<file path="config.mk">
export PLATFORM = sky130hd
export DESIGN_NAME = holdover_lock_detect_status
export DESIGN_NICKNAME = d
export VERILOG_FILES = /design/src/core/holdover_pkg.sv /design/src/core/holdover_lock_detect_status.sv
export SDC_FILE = /design/constraint.sdc
export NUM_CORES = 1
export LEC_CHECK = 0
export ABC_AREA = 1
export BUFFER_PORTS_ARGS = -buffer_cell sky130_fd_sc_hd__buf_2
export CAP_MARGIN = 20
export CORE_ASPECT_RATIO = 1.25
export CORE_UTILIZATION = 35
export CTS_CLUSTER_SIZE = 40
export DETAILED_ROUTE_END_ITERATION = 6
export GPL_ROUTABILITY_DRIVEN = 0
export GPL_TIMING_DRIVEN = 0
export PLACE_DENSITY = 0.52
export SETUP_SLACK_MARGIN = 0.5
export SLEW_MARGIN = 15
export SYNTH_ARGS = -nofsm -noshare
export SYNTH_HDL_FRONTEND = slang
export SYNTH_SLANG_ARGS = --single-unit
</file>
<file path="constraint.sdc">
create_clock -name core_clk -period 8.7 [get_ports core_clk]
set_input_delay 0.435 -clock core_clk [delete_from_list [all_inputs] [get_ports core_clk]]
set_output_delay 0.435 -clock core_clk [all_outputs]
set_load 0.05 [all_outputs]
</file>
<file path="src/core/holdover_pkg.sv">
// Purpose: shared constants and carrier types of the holdover and lock block
// Assumes: register port with a 4-bit word address and 32-bit data
// Notes:   field positions are bit indices inside the 32-bit data word
package holdover_pkg;

  // register word addresses
  localparam logic [3:0] ADDR_CTRL    = 4'h0;
  localparam logic [3:0] ADDR_TRIP    = 4'h1;
  localparam logic [3:0] ADDR_DAC     = 4'h2;
  localparam logic [3:0] ADDR_WINDOW  = 4'h3;
  localparam logic [3:0] ADDR_COUNT   = 4'h4;
  localparam logic [3:0] ADDR_PINSEL  = 4'h5;
  localparam logic [3:0] ADDR_DIV1    = 4'h6;
  localparam logic [3:0] ADDR_DIV2A   = 4'h7;
  localparam logic [3:0] ADDR_DIV2B   = 4'h8;
  localparam logic [3:0] ADDR_STATUS  = 4'h9;
  localparam logic [3:0] ADDR_TRACKED = 4'hA;

  // control register bit positions
  localparam int CTRL_FORCE      = 0;
  localparam int CTRL_MODE_LSB   = 1;   // two bits
  localparam int CTRL_LOCKLOSS   = 3;
  localparam int CTRL_RAIL_EN    = 4;
  localparam int CTRL_TRACK_EN   = 5;
  localparam int CTRL_MANUAL_EN  = 6;
  localparam int CTRL_DOUBLER_EN = 7;

  // upper field position shared by the two-field registers
  localparam int HI_LSB = 16;
  // pin selector fields inside the pin select register
  localparam int PIN_LOCK_LSB = 0;    // four-bit selector
  localparam int PIN_LOCK_INV = 4;
  localparam int PIN_HOLD_LSB = 8;    // four-bit selector
  localparam int PIN_HOLD_INV = 12;

  // holdover mode encodings
  localparam logic [1:0] HOLD_MODE_OFF = 2'h0;
  localparam logic [1:0] HOLD_MODE_ON  = 2'h2;

  // reset values and prescaler limits
  localparam logic [31:0] CTRL_RESET   = 32'h0000_0000;
  localparam logic [13:0] COUNT_RESET  = 14'h0400;
  localparam logic [7:0]  WINDOW_RESET = 8'h10;
  localparam logic [13:0] DIV_RESET    = 14'h0001;
  localparam logic [3:0]  PRESC_RESET  = 4'h2;
  localparam logic [3:0]  PRESC_MIN    = 4'h2;
  localparam logic [3:0]  PRESC_MAX    = 4'h8;

  // dac considered locked while within this many codes of the tuning level
  localparam int DAC_LOCK_TOL = 2;

  // status pin selections
  typedef enum logic [3:0] {
    SEL_LOW        = 4'h0,
    SEL_LOOP1_LOCK = 4'h1,
    SEL_LOOP2_LOCK = 4'h2,
    SEL_BOTH_LOCK  = 4'h3,
    SEL_HOLDOVER   = 4'h4,
    SEL_DAC_LOCKED = 4'h5,
    SEL_DAC_RAIL   = 4'h6,
    SEL_DAC_LOW    = 4'h7,
    SEL_DAC_HIGH   = 4'h8
  } pin_sel_e;

  // holdover state machine, one-hot
  typedef enum logic [1:0] {
    HO_NORMAL = 2'b01,
    HO_ACTIVE = 2'b10
  } ho_state_e;

  // one lock detector: comparison count and lock indication
  typedef struct packed {
    logic [13:0] cnt;
    logic        lock;
  } lockdet_s;

  // status flags offered to the status pins
  typedef struct packed {
    logic dac_high;
    logic dac_low;
    logic dac_rail;
    logic dac_locked;
    logic holdover;
    logic loop2_lock;
    logic loop1_lock;
  } flags_s;

endpackage

</file>
<file path="src/core/holdover_lock_detect_status.sv">
// Purpose: holdover control, digital lock detect, dac flags, status pins
//          and loop dividers of a dual-loop clock conditioner
// Assumes: all inputs synchronous to core_clk; ticks are one-cycle pulses
// Notes:   settings are reached over the plain register port
//
// Summary of operation
// - force bit always enters holdover
// - loop1 lock drop enters holdover when enabled
// - tuning rail crossing enters holdover when enabled with tracking and manual dac on
// - holdover: pump off, loop1 lock low, flag
// - loop2 lock held if locked at entry
// - holdover dac: manual or last tracked value
// - holdover flag selectable on both status pins
// - mode disabled forces holdover exit unless force bit set
// - exit holdover once hold count reached and force bit clear
// - count comparisons inside the phase window
// - lock asserted when count reaches target
// - one outside comparison drops lock
// - pin shows loop1, loop2 or both locks
// - logic low selection, invertible general output
// - dac low and high trip flags
// - dac rail is low or high
// - dac locked only while tracking and close
// - loop1 dividers up to 16383
// - loop2 reference 4095, feedback 262143
// - loop2 prescaler two to eight
// - doubler counts both reference edges
// - tracked value updates every divided period outside holdover
//
// Design decisions made here: the register offsets and the address-and-strobe port.
`timescale 1ns/1ps
module holdover_lock_detect_status #(
  parameter int DAC_W  = 10,   // dac and tuning code width
  parameter int PERR_W = 8     // phase error magnitude width
) (
  // clock and reset
  input  wire logic              core_clk,
  input  wire logic              rstn,
  // register port
  input  wire logic [3:0]        reg_addr,
  input  wire logic [31:0]       reg_wdata,
  input  wire logic              reg_wr,
  input  wire logic              reg_rd,
  output logic      [31:0]       reg_rdata,
  // phase comparisons of each loop
  input  wire logic              loop1_cmp_valid,
  input  wire logic [PERR_W-1:0] loop1_phase_err,
  input  wire logic              loop2_cmp_valid,
  input  wire logic [PERR_W-1:0] loop2_phase_err,
  // loop1 tuning level as a dac code
  input  wire logic [DAC_W-1:0]  tune_code,
  // divider inputs
  input  wire logic              loop1_ref_tick,
  input  wire logic              loop1_fb_tick,
  input  wire logic              oscillator_input,
  input  wire logic              loop2_fb_tick,
  // loop controls
  output logic                   loop1_charge_pump_en,
  output logic      [DAC_W-1:0]  dac_value,
  output holdover_pkg::flags_s   status_flags,
  // status pins
  output logic                   lock_status_pin,
  output logic                   holdover_status_pin,
  // divided phase detector pulses
  output logic                   loop1_r_pulse,
  output logic                   loop1_n_pulse,
  output logic                   loop2_r_pulse,
  output logic                   loop2_n_pulse
);

  // refuse widths the register fields cannot hold
  if (DAC_W < 1 || DAC_W > 16 || PERR_W < 1 || PERR_W > 8) begin : g_chk
    $error("holdover_lock_detect_status: unsupported width");
  end

  // whole state of the block
  typedef struct packed {
    logic [31:0]            rdata;      // read answer
    logic [7:0]             ctrl;       // control bits
    logic [DAC_W-1:0]       upper_trip; // dac_upper_trip
    logic [DAC_W-1:0]       lower_trip; // dac_lower_trip
    logic [DAC_W-1:0]       manual_val; // manual dac value
    logic [9:0]             dac_clk_div;// tracking update divider
    logic [PERR_W-1:0]      win1;       // loop1 window size
    logic [PERR_W-1:0]      win2;       // loop2 window size
    logic [13:0]            hold_cnt;   // loop1 count target
    logic [13:0]            cnt2;       // loop2 count target
    logic [12:0]            pinsel;     // both pin selectors
    logic [13:0]            r1_div;
    logic [13:0]            n1_div;
    logic [11:0]            r2_div;
    logic [3:0]             presc;
    logic [17:0]            n2_div;
    holdover_pkg::lockdet_s det1;       // loop1 detector
    holdover_pkg::lockdet_s det2;       // loop2 detector
    holdover_pkg::ho_state_e st;        // holdover state
    logic                   keep2;      // loop2 locked at entry
    logic [9:0]             trk_cnt;    // tracking divider count
    logic [DAC_W-1:0]       tracked;    // last tracked code
    logic [DAC_W-1:0]       dac;        // dac drive
    logic                   pump_en;    // loop1 pump enabled
    holdover_pkg::flags_s   flags;      // status flags
    logic                   lock_pin;
    logic                   hold_pin;
    logic [13:0]            r1_cnt;
    logic [13:0]            n1_cnt;
    logic [11:0]            r2_cnt;
    logic [3:0]             pre_cnt;
    logic [17:0]            n2_cnt;
    logic                   osc_prev;   // previous oscillator level
    logic [3:0]             pulses;     // r1 n1 r2 n2 divided pulses
  } state_s;

  state_s q;  // registered state
  state_s d;  // next state

  // one comparison step of a lock detector
  function automatic holdover_pkg::lockdet_s lock_step(
    input holdover_pkg::lockdet_s cur,
    input logic                   valid,
    input logic [PERR_W-1:0]      err,
    input logic [PERR_W-1:0]      win,
    input logic [13:0]            target
  );
    holdover_pkg::lockdet_s nx;
    logic [13:0]            tgt;
    nx  = cur;
    tgt = (target == 14'h0000) ? 14'h0001 : target;
    if (valid) begin
      if (err < win) begin
        if (cur.cnt < tgt) begin
          nx.cnt = cur.cnt + 14'h0001;
        end
        if ({1'b0, cur.cnt} + 15'h0001 >= {1'b0, tgt}) begin
          nx.lock = 1'b1;
        end
      end else begin
        nx.cnt  = 14'h0000;
        nx.lock = 1'b0;
      end
    end
    return nx;
  endfunction

  // one tick of a modulo divider; zero divides as one
  function automatic logic [18:0] div_step(
    input logic [17:0] cnt,
    input logic [17:0] div,
    input logic        tick
  );
    logic [17:0] top;
    top = (div == 18'h00000) ? 18'h00000 : div - 18'h00001;
    if (!tick) begin
      div_step = {1'b0, cnt};
    end else if (cnt >= top) begin
      div_step = {1'b1, 18'h00000};
    end else begin
      div_step = {1'b0, cnt + 18'h00001};
    end
  endfunction

  // status pin multiplexer with optional inversion
  function automatic logic pin_mux(
    input logic [3:0]           sel,
    input logic                 inv,
    input holdover_pkg::flags_s f
  );
    logic v;
    v = 1'b0;
    if (sel == holdover_pkg::SEL_LOOP1_LOCK) begin
      v = f.loop1_lock;
    end else if (sel == holdover_pkg::SEL_LOOP2_LOCK) begin
      v = f.loop2_lock;
    end else if (sel == holdover_pkg::SEL_BOTH_LOCK) begin
      v = f.loop1_lock & f.loop2_lock;
    end else if (sel == holdover_pkg::SEL_HOLDOVER) begin
      v = f.holdover;
    end else if (sel == holdover_pkg::SEL_DAC_LOCKED) begin
      v = f.dac_locked;
    end else if (sel == holdover_pkg::SEL_DAC_RAIL) begin
      v = f.dac_rail;
    end else if (sel == holdover_pkg::SEL_DAC_LOW) begin
      v = f.dac_low;
    end else if (sel == holdover_pkg::SEL_DAC_HIGH) begin
      v = f.dac_high;
    end
    return v ^ inv;
  endfunction

  // next-state logic
  always_comb begin
    logic       force_ho, mode_on, mode_off, lossoff, rail_en;
    logic       track_en, man_en, dbl_en, fell, enter, in_ho;
    logic [DAC_W:0] diff;
    logic [18:0]    r;
    logic           osc_tick;
    force_ho = 1'b0;
    mode_on  = 1'b0;
    mode_off = 1'b0;
    lossoff  = 1'b0;
    rail_en  = 1'b0;
    track_en = 1'b0;
    man_en   = 1'b0;
    dbl_en   = 1'b0;
    fell     = 1'b0;
    enter    = 1'b0;
    in_ho    = 1'b0;
    diff     = '0;
    r        = '0;
    osc_tick = 1'b0;
    d        = q;
    d.rdata  = 32'h0000_0000;
    d.pulses = 4'h0;

    // register writes
    if (reg_wr) begin
      if (reg_addr == holdover_pkg::ADDR_CTRL) begin
        d.ctrl = reg_wdata[7:0];
      end else if (reg_addr == holdover_pkg::ADDR_TRIP) begin
        d.lower_trip = reg_wdata[DAC_W-1:0];
        d.upper_trip = reg_wdata[holdover_pkg::HI_LSB +: DAC_W];
      end else if (reg_addr == holdover_pkg::ADDR_DAC) begin
        d.manual_val  = reg_wdata[DAC_W-1:0];
        d.dac_clk_div = reg_wdata[holdover_pkg::HI_LSB +: 10];
      end else if (reg_addr == holdover_pkg::ADDR_WINDOW) begin
        d.win1 = reg_wdata[PERR_W-1:0];
        d.win2 = reg_wdata[holdover_pkg::HI_LSB +: PERR_W];
      end else if (reg_addr == holdover_pkg::ADDR_COUNT) begin
        d.hold_cnt = reg_wdata[13:0];
        d.cnt2     = reg_wdata[holdover_pkg::HI_LSB +: 14];
      end else if (reg_addr == holdover_pkg::ADDR_PINSEL) begin
        d.pinsel = reg_wdata[12:0];
      end else if (reg_addr == holdover_pkg::ADDR_DIV1) begin
        d.r1_div = reg_wdata[13:0];
        d.n1_div = reg_wdata[holdover_pkg::HI_LSB +: 14];
      end else if (reg_addr == holdover_pkg::ADDR_DIV2A) begin
        d.r2_div = reg_wdata[11:0];
        if (reg_wdata[19:16] < holdover_pkg::PRESC_MIN) begin
          d.presc = holdover_pkg::PRESC_MIN;
        end else if (reg_wdata[19:16] > holdover_pkg::PRESC_MAX) begin
          d.presc = holdover_pkg::PRESC_MAX;
        end else begin
          d.presc = reg_wdata[19:16];
        end
      end else if (reg_addr == holdover_pkg::ADDR_DIV2B) begin
        d.n2_div = reg_wdata[17:0];
      end
    end

    // register reads, answered next cycle; unmapped reads zero
    if (reg_rd) begin
      if (reg_addr == holdover_pkg::ADDR_CTRL) begin
        d.rdata[7:0] = q.ctrl;
      end else if (reg_addr == holdover_pkg::ADDR_TRIP) begin
        d.rdata[DAC_W-1:0] = q.lower_trip;
        d.rdata[holdover_pkg::HI_LSB +: DAC_W] = q.upper_trip;
      end else if (reg_addr == holdover_pkg::ADDR_DAC) begin
        d.rdata[DAC_W-1:0] = q.manual_val;
        d.rdata[holdover_pkg::HI_LSB +: 10] = q.dac_clk_div;
      end else if (reg_addr == holdover_pkg::ADDR_WINDOW) begin
        d.rdata[PERR_W-1:0] = q.win1;
        d.rdata[holdover_pkg::HI_LSB +: PERR_W] = q.win2;
      end else if (reg_addr == holdover_pkg::ADDR_COUNT) begin
        d.rdata[13:0] = q.hold_cnt;
        d.rdata[holdover_pkg::HI_LSB +: 14] = q.cnt2;
      end else if (reg_addr == holdover_pkg::ADDR_PINSEL) begin
        d.rdata[12:0] = q.pinsel;
      end else if (reg_addr == holdover_pkg::ADDR_DIV1) begin
        d.rdata[13:0] = q.r1_div;
        d.rdata[holdover_pkg::HI_LSB +: 14] = q.n1_div;
      end else if (reg_addr == holdover_pkg::ADDR_DIV2A) begin
        d.rdata[11:0]  = q.r2_div;
        d.rdata[19:16] = q.presc;
      end else if (reg_addr == holdover_pkg::ADDR_DIV2B) begin
        d.rdata[17:0] = q.n2_div;
      end else if (reg_addr == holdover_pkg::ADDR_STATUS) begin
        d.rdata[6:0] = q.flags;
      end else if (reg_addr == holdover_pkg::ADDR_TRACKED) begin
        d.rdata[DAC_W-1:0] = q.tracked;
      end
    end

    // decoded controls, from the registered copy
    force_ho = q.ctrl[holdover_pkg::CTRL_FORCE];
    mode_on  = q.ctrl[holdover_pkg::CTRL_MODE_LSB +: 2]
               == holdover_pkg::HOLD_MODE_ON;
    mode_off = q.ctrl[holdover_pkg::CTRL_MODE_LSB +: 2]
               == holdover_pkg::HOLD_MODE_OFF;
    lossoff  = q.ctrl[holdover_pkg::CTRL_LOCKLOSS];
    rail_en  = q.ctrl[holdover_pkg::CTRL_RAIL_EN];
    track_en = q.ctrl[holdover_pkg::CTRL_TRACK_EN];
    man_en   = q.ctrl[holdover_pkg::CTRL_MANUAL_EN];
    dbl_en   = q.ctrl[holdover_pkg::CTRL_DOUBLER_EN];

    // lock detectors; loop1 keeps trying during holdover
    d.det1 = lock_step(q.det1, loop1_cmp_valid, loop1_phase_err,
                       q.win1, q.hold_cnt);
    d.det2 = lock_step(q.det2, loop2_cmp_valid, loop2_phase_err,
                       q.win2, q.cnt2);
    fell = q.det1.lock & ~d.det1.lock;

    // holdover state machine
    case (q.st)
      holdover_pkg::HO_NORMAL: begin
        enter = force_ho;
        enter = enter | (mode_on & ~lossoff & fell);
        enter = enter | (mode_on & rail_en & track_en & man_en
                         & q.flags.dac_rail);
        if (enter) begin
          d.st = holdover_pkg::HO_ACTIVE;
          d.keep2 = q.det2.lock;
          d.det1  = '0;
        end
      end
      holdover_pkg::HO_ACTIVE: begin
        if (!force_ho) begin
          if (mode_off) begin
            d.st = holdover_pkg::HO_NORMAL;
          end else if (d.det1.lock) begin
            d.st = holdover_pkg::HO_NORMAL;
          end
        end
      end
      default: begin
        d.st = holdover_pkg::HO_NORMAL;
      end
    endcase
    in_ho = (d.st == holdover_pkg::HO_ACTIVE);

    if (track_en && loop1_cmp_valid) begin
      r = div_step({8'h00, q.trk_cnt}, {8'h00, q.dac_clk_div}, 1'b1);
      d.trk_cnt = r[9:0];
      if (r[18] && !in_ho) begin
        d.tracked = tune_code;
      end
    end

    if (in_ho && man_en) begin
      d.dac = q.manual_val;
    end else begin
      d.dac = d.tracked;
    end
    d.pump_en = ~in_ho;

    d.flags.dac_low  = tune_code <= q.lower_trip;
    d.flags.dac_high = tune_code >= q.upper_trip;
    d.flags.dac_rail = d.flags.dac_low | d.flags.dac_high;
    diff = (tune_code >= q.tracked)
           ? {1'b0, tune_code} - {1'b0, q.tracked}
           : {1'b0, q.tracked} - {1'b0, tune_code};
    d.flags.dac_locked = track_en
                         & (diff <= (DAC_W+1)'(holdover_pkg::DAC_LOCK_TOL));
    // loop1 lock low, loop2 lock held if locked at entry, and flag in holdover
    d.flags.holdover   = in_ho;
    d.flags.loop1_lock = d.det1.lock & ~in_ho;
    d.flags.loop2_lock = d.det2.lock | (in_ho & d.keep2);

    d.lock_pin = pin_mux(q.pinsel[holdover_pkg::PIN_LOCK_LSB +: 4],
                         q.pinsel[holdover_pkg::PIN_LOCK_INV], d.flags);
    d.hold_pin = pin_mux(q.pinsel[holdover_pkg::PIN_HOLD_LSB +: 4],
                         q.pinsel[holdover_pkg::PIN_HOLD_INV], d.flags);

    r = div_step({4'h0, q.r1_cnt}, {4'h0, q.r1_div}, loop1_ref_tick);
    d.r1_cnt    = r[13:0];
    d.pulses[3] = r[18];
    r = div_step({4'h0, q.n1_cnt}, {4'h0, q.n1_div}, loop1_fb_tick);
    d.n1_cnt    = r[13:0];
    d.pulses[2] = r[18];
    d.osc_prev = oscillator_input;
    osc_tick = dbl_en ? (oscillator_input ^ q.osc_prev)
                      : (oscillator_input & ~q.osc_prev);
    r = div_step({6'h00, q.r2_cnt}, {6'h00, q.r2_div}, osc_tick);
    d.r2_cnt    = r[11:0];
    d.pulses[1] = r[18];
    r = div_step({14'h0000, q.pre_cnt}, {14'h0000, q.presc}, loop2_fb_tick);
    d.pre_cnt = r[3:0];
    r = div_step(q.n2_cnt, q.n2_div, r[18]);
    d.n2_cnt    = r[17:0];
    d.pulses[0] = r[18];
  end

  // state register with synchronous reset
  always_ff @(posedge core_clk) begin
    if (!rstn) begin
      q          <= '0;
      q.ctrl     <= holdover_pkg::CTRL_RESET[7:0];
      q.win1     <= holdover_pkg::WINDOW_RESET[PERR_W-1:0];
      q.win2     <= holdover_pkg::WINDOW_RESET[PERR_W-1:0];
      q.hold_cnt <= holdover_pkg::COUNT_RESET;
      q.cnt2     <= holdover_pkg::COUNT_RESET;
      q.r1_div   <= holdover_pkg::DIV_RESET;
      q.n1_div   <= holdover_pkg::DIV_RESET;
      q.r2_div   <= holdover_pkg::DIV_RESET[11:0];
      q.n2_div   <= {4'h0, holdover_pkg::DIV_RESET};
      q.presc    <= holdover_pkg::PRESC_RESET;
      q.st       <= holdover_pkg::HO_NORMAL;
      q.pump_en  <= 1'b1;
    end else begin
      q <= d;
    end
  end

  // outputs straight from state flip-flops
  assign reg_rdata            = q.rdata;
  assign loop1_charge_pump_en = q.pump_en;
  assign dac_value            = q.dac;
  assign status_flags         = q.flags;
  assign lock_status_pin      = q.lock_pin;
  assign holdover_status_pin  = q.hold_pin;
  assign loop1_r_pulse        = q.pulses[3];
  assign loop1_n_pulse        = q.pulses[2];
  assign loop2_r_pulse        = q.pulses[1];
  assign loop2_n_pulse        = q.pulses[0];

endmodule

</file>
==> results.cfg, run 1 <==
[final_layout]
syn2layout_area_growth_pct = 13.9
nets = 3346
drive_above_1_share_pct = 9.45
diodes = 0

[cts]
cts_tree = done
cts_root_buffer = clkbuf_16
clock_path_buffers = 3
cts.sinks = 337
postCtsSetupBuffers = 0
cts_made_buffers = 39
holdBufCountCts = 0
post_cts_resized = 0
htreeDepth = 2
clk_pin_slew_ns = 0.06
worst_skew_pair.late_latency_ns = 0.57

[synth]
synth-edff-count = 0
ys_types = 61
synth_top_area_cell = dfxtp_1
synth_flop_cell = dfxtp_1
yosys_warnings = 0
synthCells = 2911
ys_ff_latch = 337
avgSynthCellArea_um2 = 7.11
yosysMostFrequentCell = nand2_1
ys_async_sr_fraction_pct = 0
ys_top_cells_by_count = nand2_1, inv_1, dfxtp_1
netlist_top_cells_area = dfxtp_1, ha_1, nand2_1
synth_top_area_share_pct = 32.6
yosysSeqAreaShare_pct = 32.6
synth_area_um2 = 20700

[timing]
period_share_pct = 52.6
max_slew_margin_pct = 21.8
tightest_slew_ns = 1.17
fin_skew_ns = 0.0327
final_max_slew_viol_count = 0
hold_violations = 0
fmax_mhz = 218
layout_min_cycle_time_ns = 4.58
rsz0062_at_grt = no
setup_viol = 0
finalSetupTns_ns = 0

[floorplan]
core_region_area_um2 = 58300
start_util_pct = 35.5
die_h_um = 274
rows = 99
dieArea_um2 = 60100
die_x_um = 219
io_pins = 128

[global_routing]
grt_usage_pct = 24.5
grt_max_degree = 15
antenna_found_initial = 1
grt_pass1_wl_um = 112000
gr-total-overflow = 0
grt_pass1_vias = 19500

[setup_path]
cp_num_buf_inv = 4
worst_ep_required_time_ns = 9.17
slowest_delay_ns = 0.43
path_class = register to register
crit_family = simple AND/OR/NAND/NOR gates
slowest_stage = a2111oi_0
worstSetupEndpointType = register
reg2reg_depth = 23
start_kind = register
critical_path_depth = 23
crit_chain = inv_1 > ha_1 > nand2_1 > nor3_1 > nand2_1 > nor2_1 > nand4_1 > clkbuf_1 > nand2_1 > ha_1 > a21oi_1 > nor2_1 > a2111oi_0 > nor2_1 > o21ai_1 > a21oi_1 > o21bai_1 > nand2_1 > nand2_1 > inv_1 > nor2_4 > inv_1 > nor3b_1
path_max_fanout = 10
crit_top_cell = nand2_1
cp.arrival_ns = 5.05

[min_path]
holdPathStages = 3
hp-class = input pin to register

[drt]
dr.pass1.iters = 6
drt_iter0_markers = 1494
wl_per_cell_um = 19.3
wl_um = 74400
via_count = 20400
viasPerCell = 5.28
drc = 0
ant_nets = 0

[placed_design]
io_buffer_count = 120
hpwlAfterDp_um = 59400

[power]
vdd_drop_max_uv = 119
total_power_mw = 3.82
p_per_area_nw_per_um2 = 162
p_leak_nw = 10.2

[outcome]
status = finished, final reports clean

[run]
cap_violations = 0
[flip-flops by register name, indices dropped and copies added (netlist names), 7 cells and up]
signal / cells
dac_value: 10
q: 283
reg_rdata: 30
status_flags: 7
[routing by layer]
metal  GRT usage [%]  up-vias  wire length, um
li1                -     9987                -
met1            30.1     9550            30900
met2            42.4      673            35700
met3            3.75      147             4690
met4            9.96        0             3130
met5               0        -                0
[stage by stage]
stage / instance area, um^2 / hold slack, ns / util [%] / instances / setup WS (ns)
final: 23600 / 0.135 / 40.4 / 3858 / 4.12
after global routing: 23600 / 0.136 / 40.4 / 3858 / 3.50
after CTS: 23600 / 0.107 / 40.4 / 3858 / 4.01
after detailed placement: 22300 / 0.460 / 38.2 / 3790 / 4.05
after global placement: 22200 / 0.455 / 38.1 / 3789 / 4.08
after floorplan: 20700 / 0.437 / - / 2912 / 5.12
[cell families after synthesis]
| kind of cell | Yosys count | share of synthesized area (%) |
|---|---|---|
| and+or+nand+nor | 1006 | 21.0 |
| AOI/OAI and AO/OA | 730 | 19.6 |
| buffers and inverters | 556 | 11.1 |
| DFF | 337 | 32.6 |
| adders and majority gates | 200 | 12.2 |
| xor gates and xnor gates | 81 | 3.43 |
| other | 1 | 0.0181 |
[worst register-to-register path, stage by stage, from the launching register on]
cell and delay, ns:
dfxtp_1 0.31, inv_1 0.11, ha_1 0.20, nand2_1 0.09
nor3_1 0.36, nand2_1 0.09, nor2_1 0.26, nand4_1 0.40
clkbuf_1 0.34, nand2_1 0.11, ha_1 0.24, a21oi_1 0.14
nor2_1 0.05, a2111oi_0 0.43, nor2_1 0.09, o21ai_1 0.15
a21oi_1 0.08, o21bai_1 0.18, nand2_1 0.08, nand2_1 0.06
inv_1 0.09, nor2_4 0.20, inv_1 0.20, nor3b_1 0.22
[power by group]
part / switching (mW) / internal, mW / total [mW] / leakage, nW
registers: 0.0242 / 1.57 / 1.60 / 2.72
clock network: 0.722 / 1.02 / 1.74 / 0.638
logic: 0.340 / 0.147 / 0.487 / 6.87
total: 1.09 / 2.73 / 3.82 / 10.2
[cell usage in the layout (no fill, tap or decap), drive strengths merged, types with 6 or more instances in the layout]
cell     instances
nand2          470
inv            420
dfxtp          337
a21oi          328
nor2           275
o21ai          250
ha             198
buf            180
clkbuf         121
nand3          119
nor3            65
xor2            61
nand4           37
o211ai          22
xnor2           20
a31oi           18
o22ai           17
a211oi          17
o21a            15
clkinv          14
nor4            11
o221ai          10
nor3b           10
o21bai           9
a221oi           8
o2111ai          8
nand3b           7
or2              6
[layout make-up]
class | count | area (um^2)
fillers | 6164 | 34800
multi-input cells | 2019 | 11600
flip-flops and latches | 337 | 6750
inverters | 422 | 1580
clock buffers | 46 | 1050
well taps | 757 | 947
plain buffers | 134 | 721
repair buffers | 121 | 612
clock inverters | 22 | 259
[final timing paths]
path | startpoint | end | slack (ns)
worst max register to register | q[140]$_SDFFE_PN1P_ | q[13]$_SDFFE_PN0P_ | 4.12
worst min-delay path | oscillator_input | q[4]$_SDFF_PN0_ | 0.13
worst max-delay path | q[140]$_SDFFE_PN1P_ | q[13]$_SDFFE_PN0P_ | 4.12
worst min register to register | q[207]$_SDFFE_PN0P_ | q[207]$_SDFFE_PN0P_ | 0.47
(Power assumes the default switching activity.)
==> inputs of run 2 (changes only) <==
- PLACE_DENSITY: 0.52 -> 0.54
- clock period: 8.7 -> 3.68 ns (I/O delays scaled with it)
==> run 2 against run 1 <==
Compared with the run above: critical path depth is 7 higher; routed wire length up 6.6%; register-to-register slack got worse by 4.1 ns; setup slack worse by 4.1 ns; power is 140% higher; largest cell class unchanged.
==> results.cfg, run 2 (synthesis gave the netlist of run 1 again) <==
[setup_path]
slowest_stage = dfxtp_4
worstSetupEndpointType = register
rrSetupSlack_ns = 0.007
rr_endpoint = dac_value[3]$_SDFF_PN0_
r2r_start = q[126]$_SDFF_PN0_
crit_top_cell = nand2_1
path_class = register to register
slowest_delay_ns = 0.38
reg2reg_depth = 30
cp.arrival_ns = 4.13
path_max_fanout = 8
start_kind = register
worst_ep_required_time_ns = 4.13

[final_layout]
utilization_pct = 44.7
final_common_cell = nand2_1
layout_common_cells = nand2_1, inv_1, dfxtp_1
stdcell_area_um2 = 26100
drive_above_1_share_pct = 21.3
syn2layout_area_growth_pct = 26.1
nets = 3458
largest_reg_flops = 283
layout.area.seq_um2 = 6790
multi_input_area_um2 = 13100
nFillCells = 5853
fin_cells = 3973
regMostFlops = q

[global_routing]
grt_pass1_vias = 20300
antenna_found_initial = 8
use_met1_pct = 30.7
grt_pass1_wl_um = 117000
busiest_layer = met2
grt_use_met2_pct = 43.7
grt_usage_pct = 25.6
gr-total-overflow = 0
grtUsageMet3_pct = 3.61
grt_max_degree = 14

[min_path]
hp-class = input pin to register
holdPathStages = 3
min_from = reg_wdata[14]
whs_endpoint = q[154]$_SDFFE_PN0P_

[cts]
clk_pin_slew_ns = 0.07
cts.sinks = 337
cts_made_buffers = 38
htreeDepth = 2
worst_skew_pair.late_latency_ns = 0.59
cts_tree = done
cts_root_buffer = clkbuf_16
clock_path_buffers = 3

[placed_design]
dpl_worst_slack_ns = -0.480
io_buffer_count = 120
dp.cells = 3790
dpl-instance-area_um2 = 22400
hpwlAfterDp_um = 59900

[timing]
rsz0062_at_grt = yes
fin_skew_ns = 0.0277
worst_hold_slack_ns = 0.0199
fmax_mhz = 272
final_max_slew_viol_count = 0
max_slew_margin_pct = 24.3
tightest_slew_ns = 1.14
period_share_pct = 99.8
setup_viol = 0
hold_violations = 0
worst_slack_ns = 0.00700
layout_min_cycle_time_ns = 3.67

[floorplan]
core_region_area_um2 = 58300
rows = 99
start_util_pct = 35.5
die_x_um = 219
dieArea_um2 = 60100
io_pins = 128
die_h_um = 274

[power]
vdd_drop_max_uv = 349
p_leak_nw = 11.0
p_per_area_nw_per_um2 = 354

[drt]
wl_um = 79300
drc = 0
dr.pass1.iters = 6
drt_iter0_markers = 1967
viasPerCell = 5.36
via_count = 21300
ant_nets = 0
wl_per_cell_um = 20.0

[run]
cap_violations = 0

[outcome]
status = finished, final reports clean
-- run 2: cell types whose count changed in the layout (fill, tap and decap cells not counted), moves of 24 or more --
cell / change
nand2_4: +24
buf_4: +82
nand2_1: -47
nor2_1: -43
ha_4: +25
inv_2: +37
inv_1: -43
ha_1: -29
nor2_2: +25
-- run 2: layout make-up --
| cell class | count | share of cell area, % |
|---|---|---|
| Antenna cell | 2 | 0.0192 |
| Buffer | 134 | 3.05 |
| Clock buffer | 55 | 4.39 |
| Clock inverter | 13 | 0.537 |
| Inverter | 422 | 6.14 |
| Multi-Input combinational cell | 2019 | 50.1 |
| Sequential cell | 337 | 26.0 |
| Tap cell | 757 | 3.63 |
| Timing Repair Buffer | 234 | 6.11 |
-- run 2: report_power, final --
part           leakage (nW)  switching, mW  total [mW]  internal, mW
Clock                 0.638           1.70        4.01          2.31
Sequential             2.73         0.0653        3.78          3.72
Combinational          7.68          0.931        1.45         0.520
-- run 2: critical path: cells and delay by family (launching register included) --
family,cells,cell delay (ns)
flip-flops,1,0.38
buffers and inverters,7,0.57
AO/OA/AOI/OAI,6,1.04
AND/OR/NAND/NOR,16,1.40
adder cells (fa/ha/maj),1,0.15
-- run 2: how the worst max path moves through the flow --
stage / startpoint / to / slack [ns]
floorplan: q[140]$_SDFFE_PN1P_ / q[11]$_SDFFE_PN0P_ / 0.27
detailed placement: q[142]$_SDFFE_PN0P_ / q[16]$_SDFFE_PN0P_ / -0.48
global route: q[126]$_SDFF_PN0_ / dac_value[7]$_SDFF_PN0_ / -0.27
finish: q[126]$_SDFF_PN0_ / dac_value[3]$_SDFF_PN0_ / 0.007
CTS: q[127]$_SDFF_PN0_ / dac_value[3]$_SDFF_PN0_ / 0.02
global placement: q[142]$_SDFFE_PN0P_ / q[20]$_SDFFE_PN0P_ / -0.36
-- run 2: timing repair --
action,in CTS,in global routing
hold buffers,8,0
buffers inserted,57,43
endpoints found under the setup margin,120,125
gates cloned,4,1
endpoints found under the hold margin,14,0
pin swaps,63,107
resized for setup,158,257
-- run 2: metrics by stage --
step,setup TNS [ns],power (mW)
finish,0,9.25
global route,-3.25,9.56
CTS,0,9.13
detailed placement,-17.08,5.01
global placement,-11.51,4.99
floorplan,0,4.58
-- run 2: metal layers --
layer,vias to the layer above,wire [um]
met5,-,44
met4,6,4830
met3,252,4890
met2,775,38000
met1,10000,31600
li1,10200,-
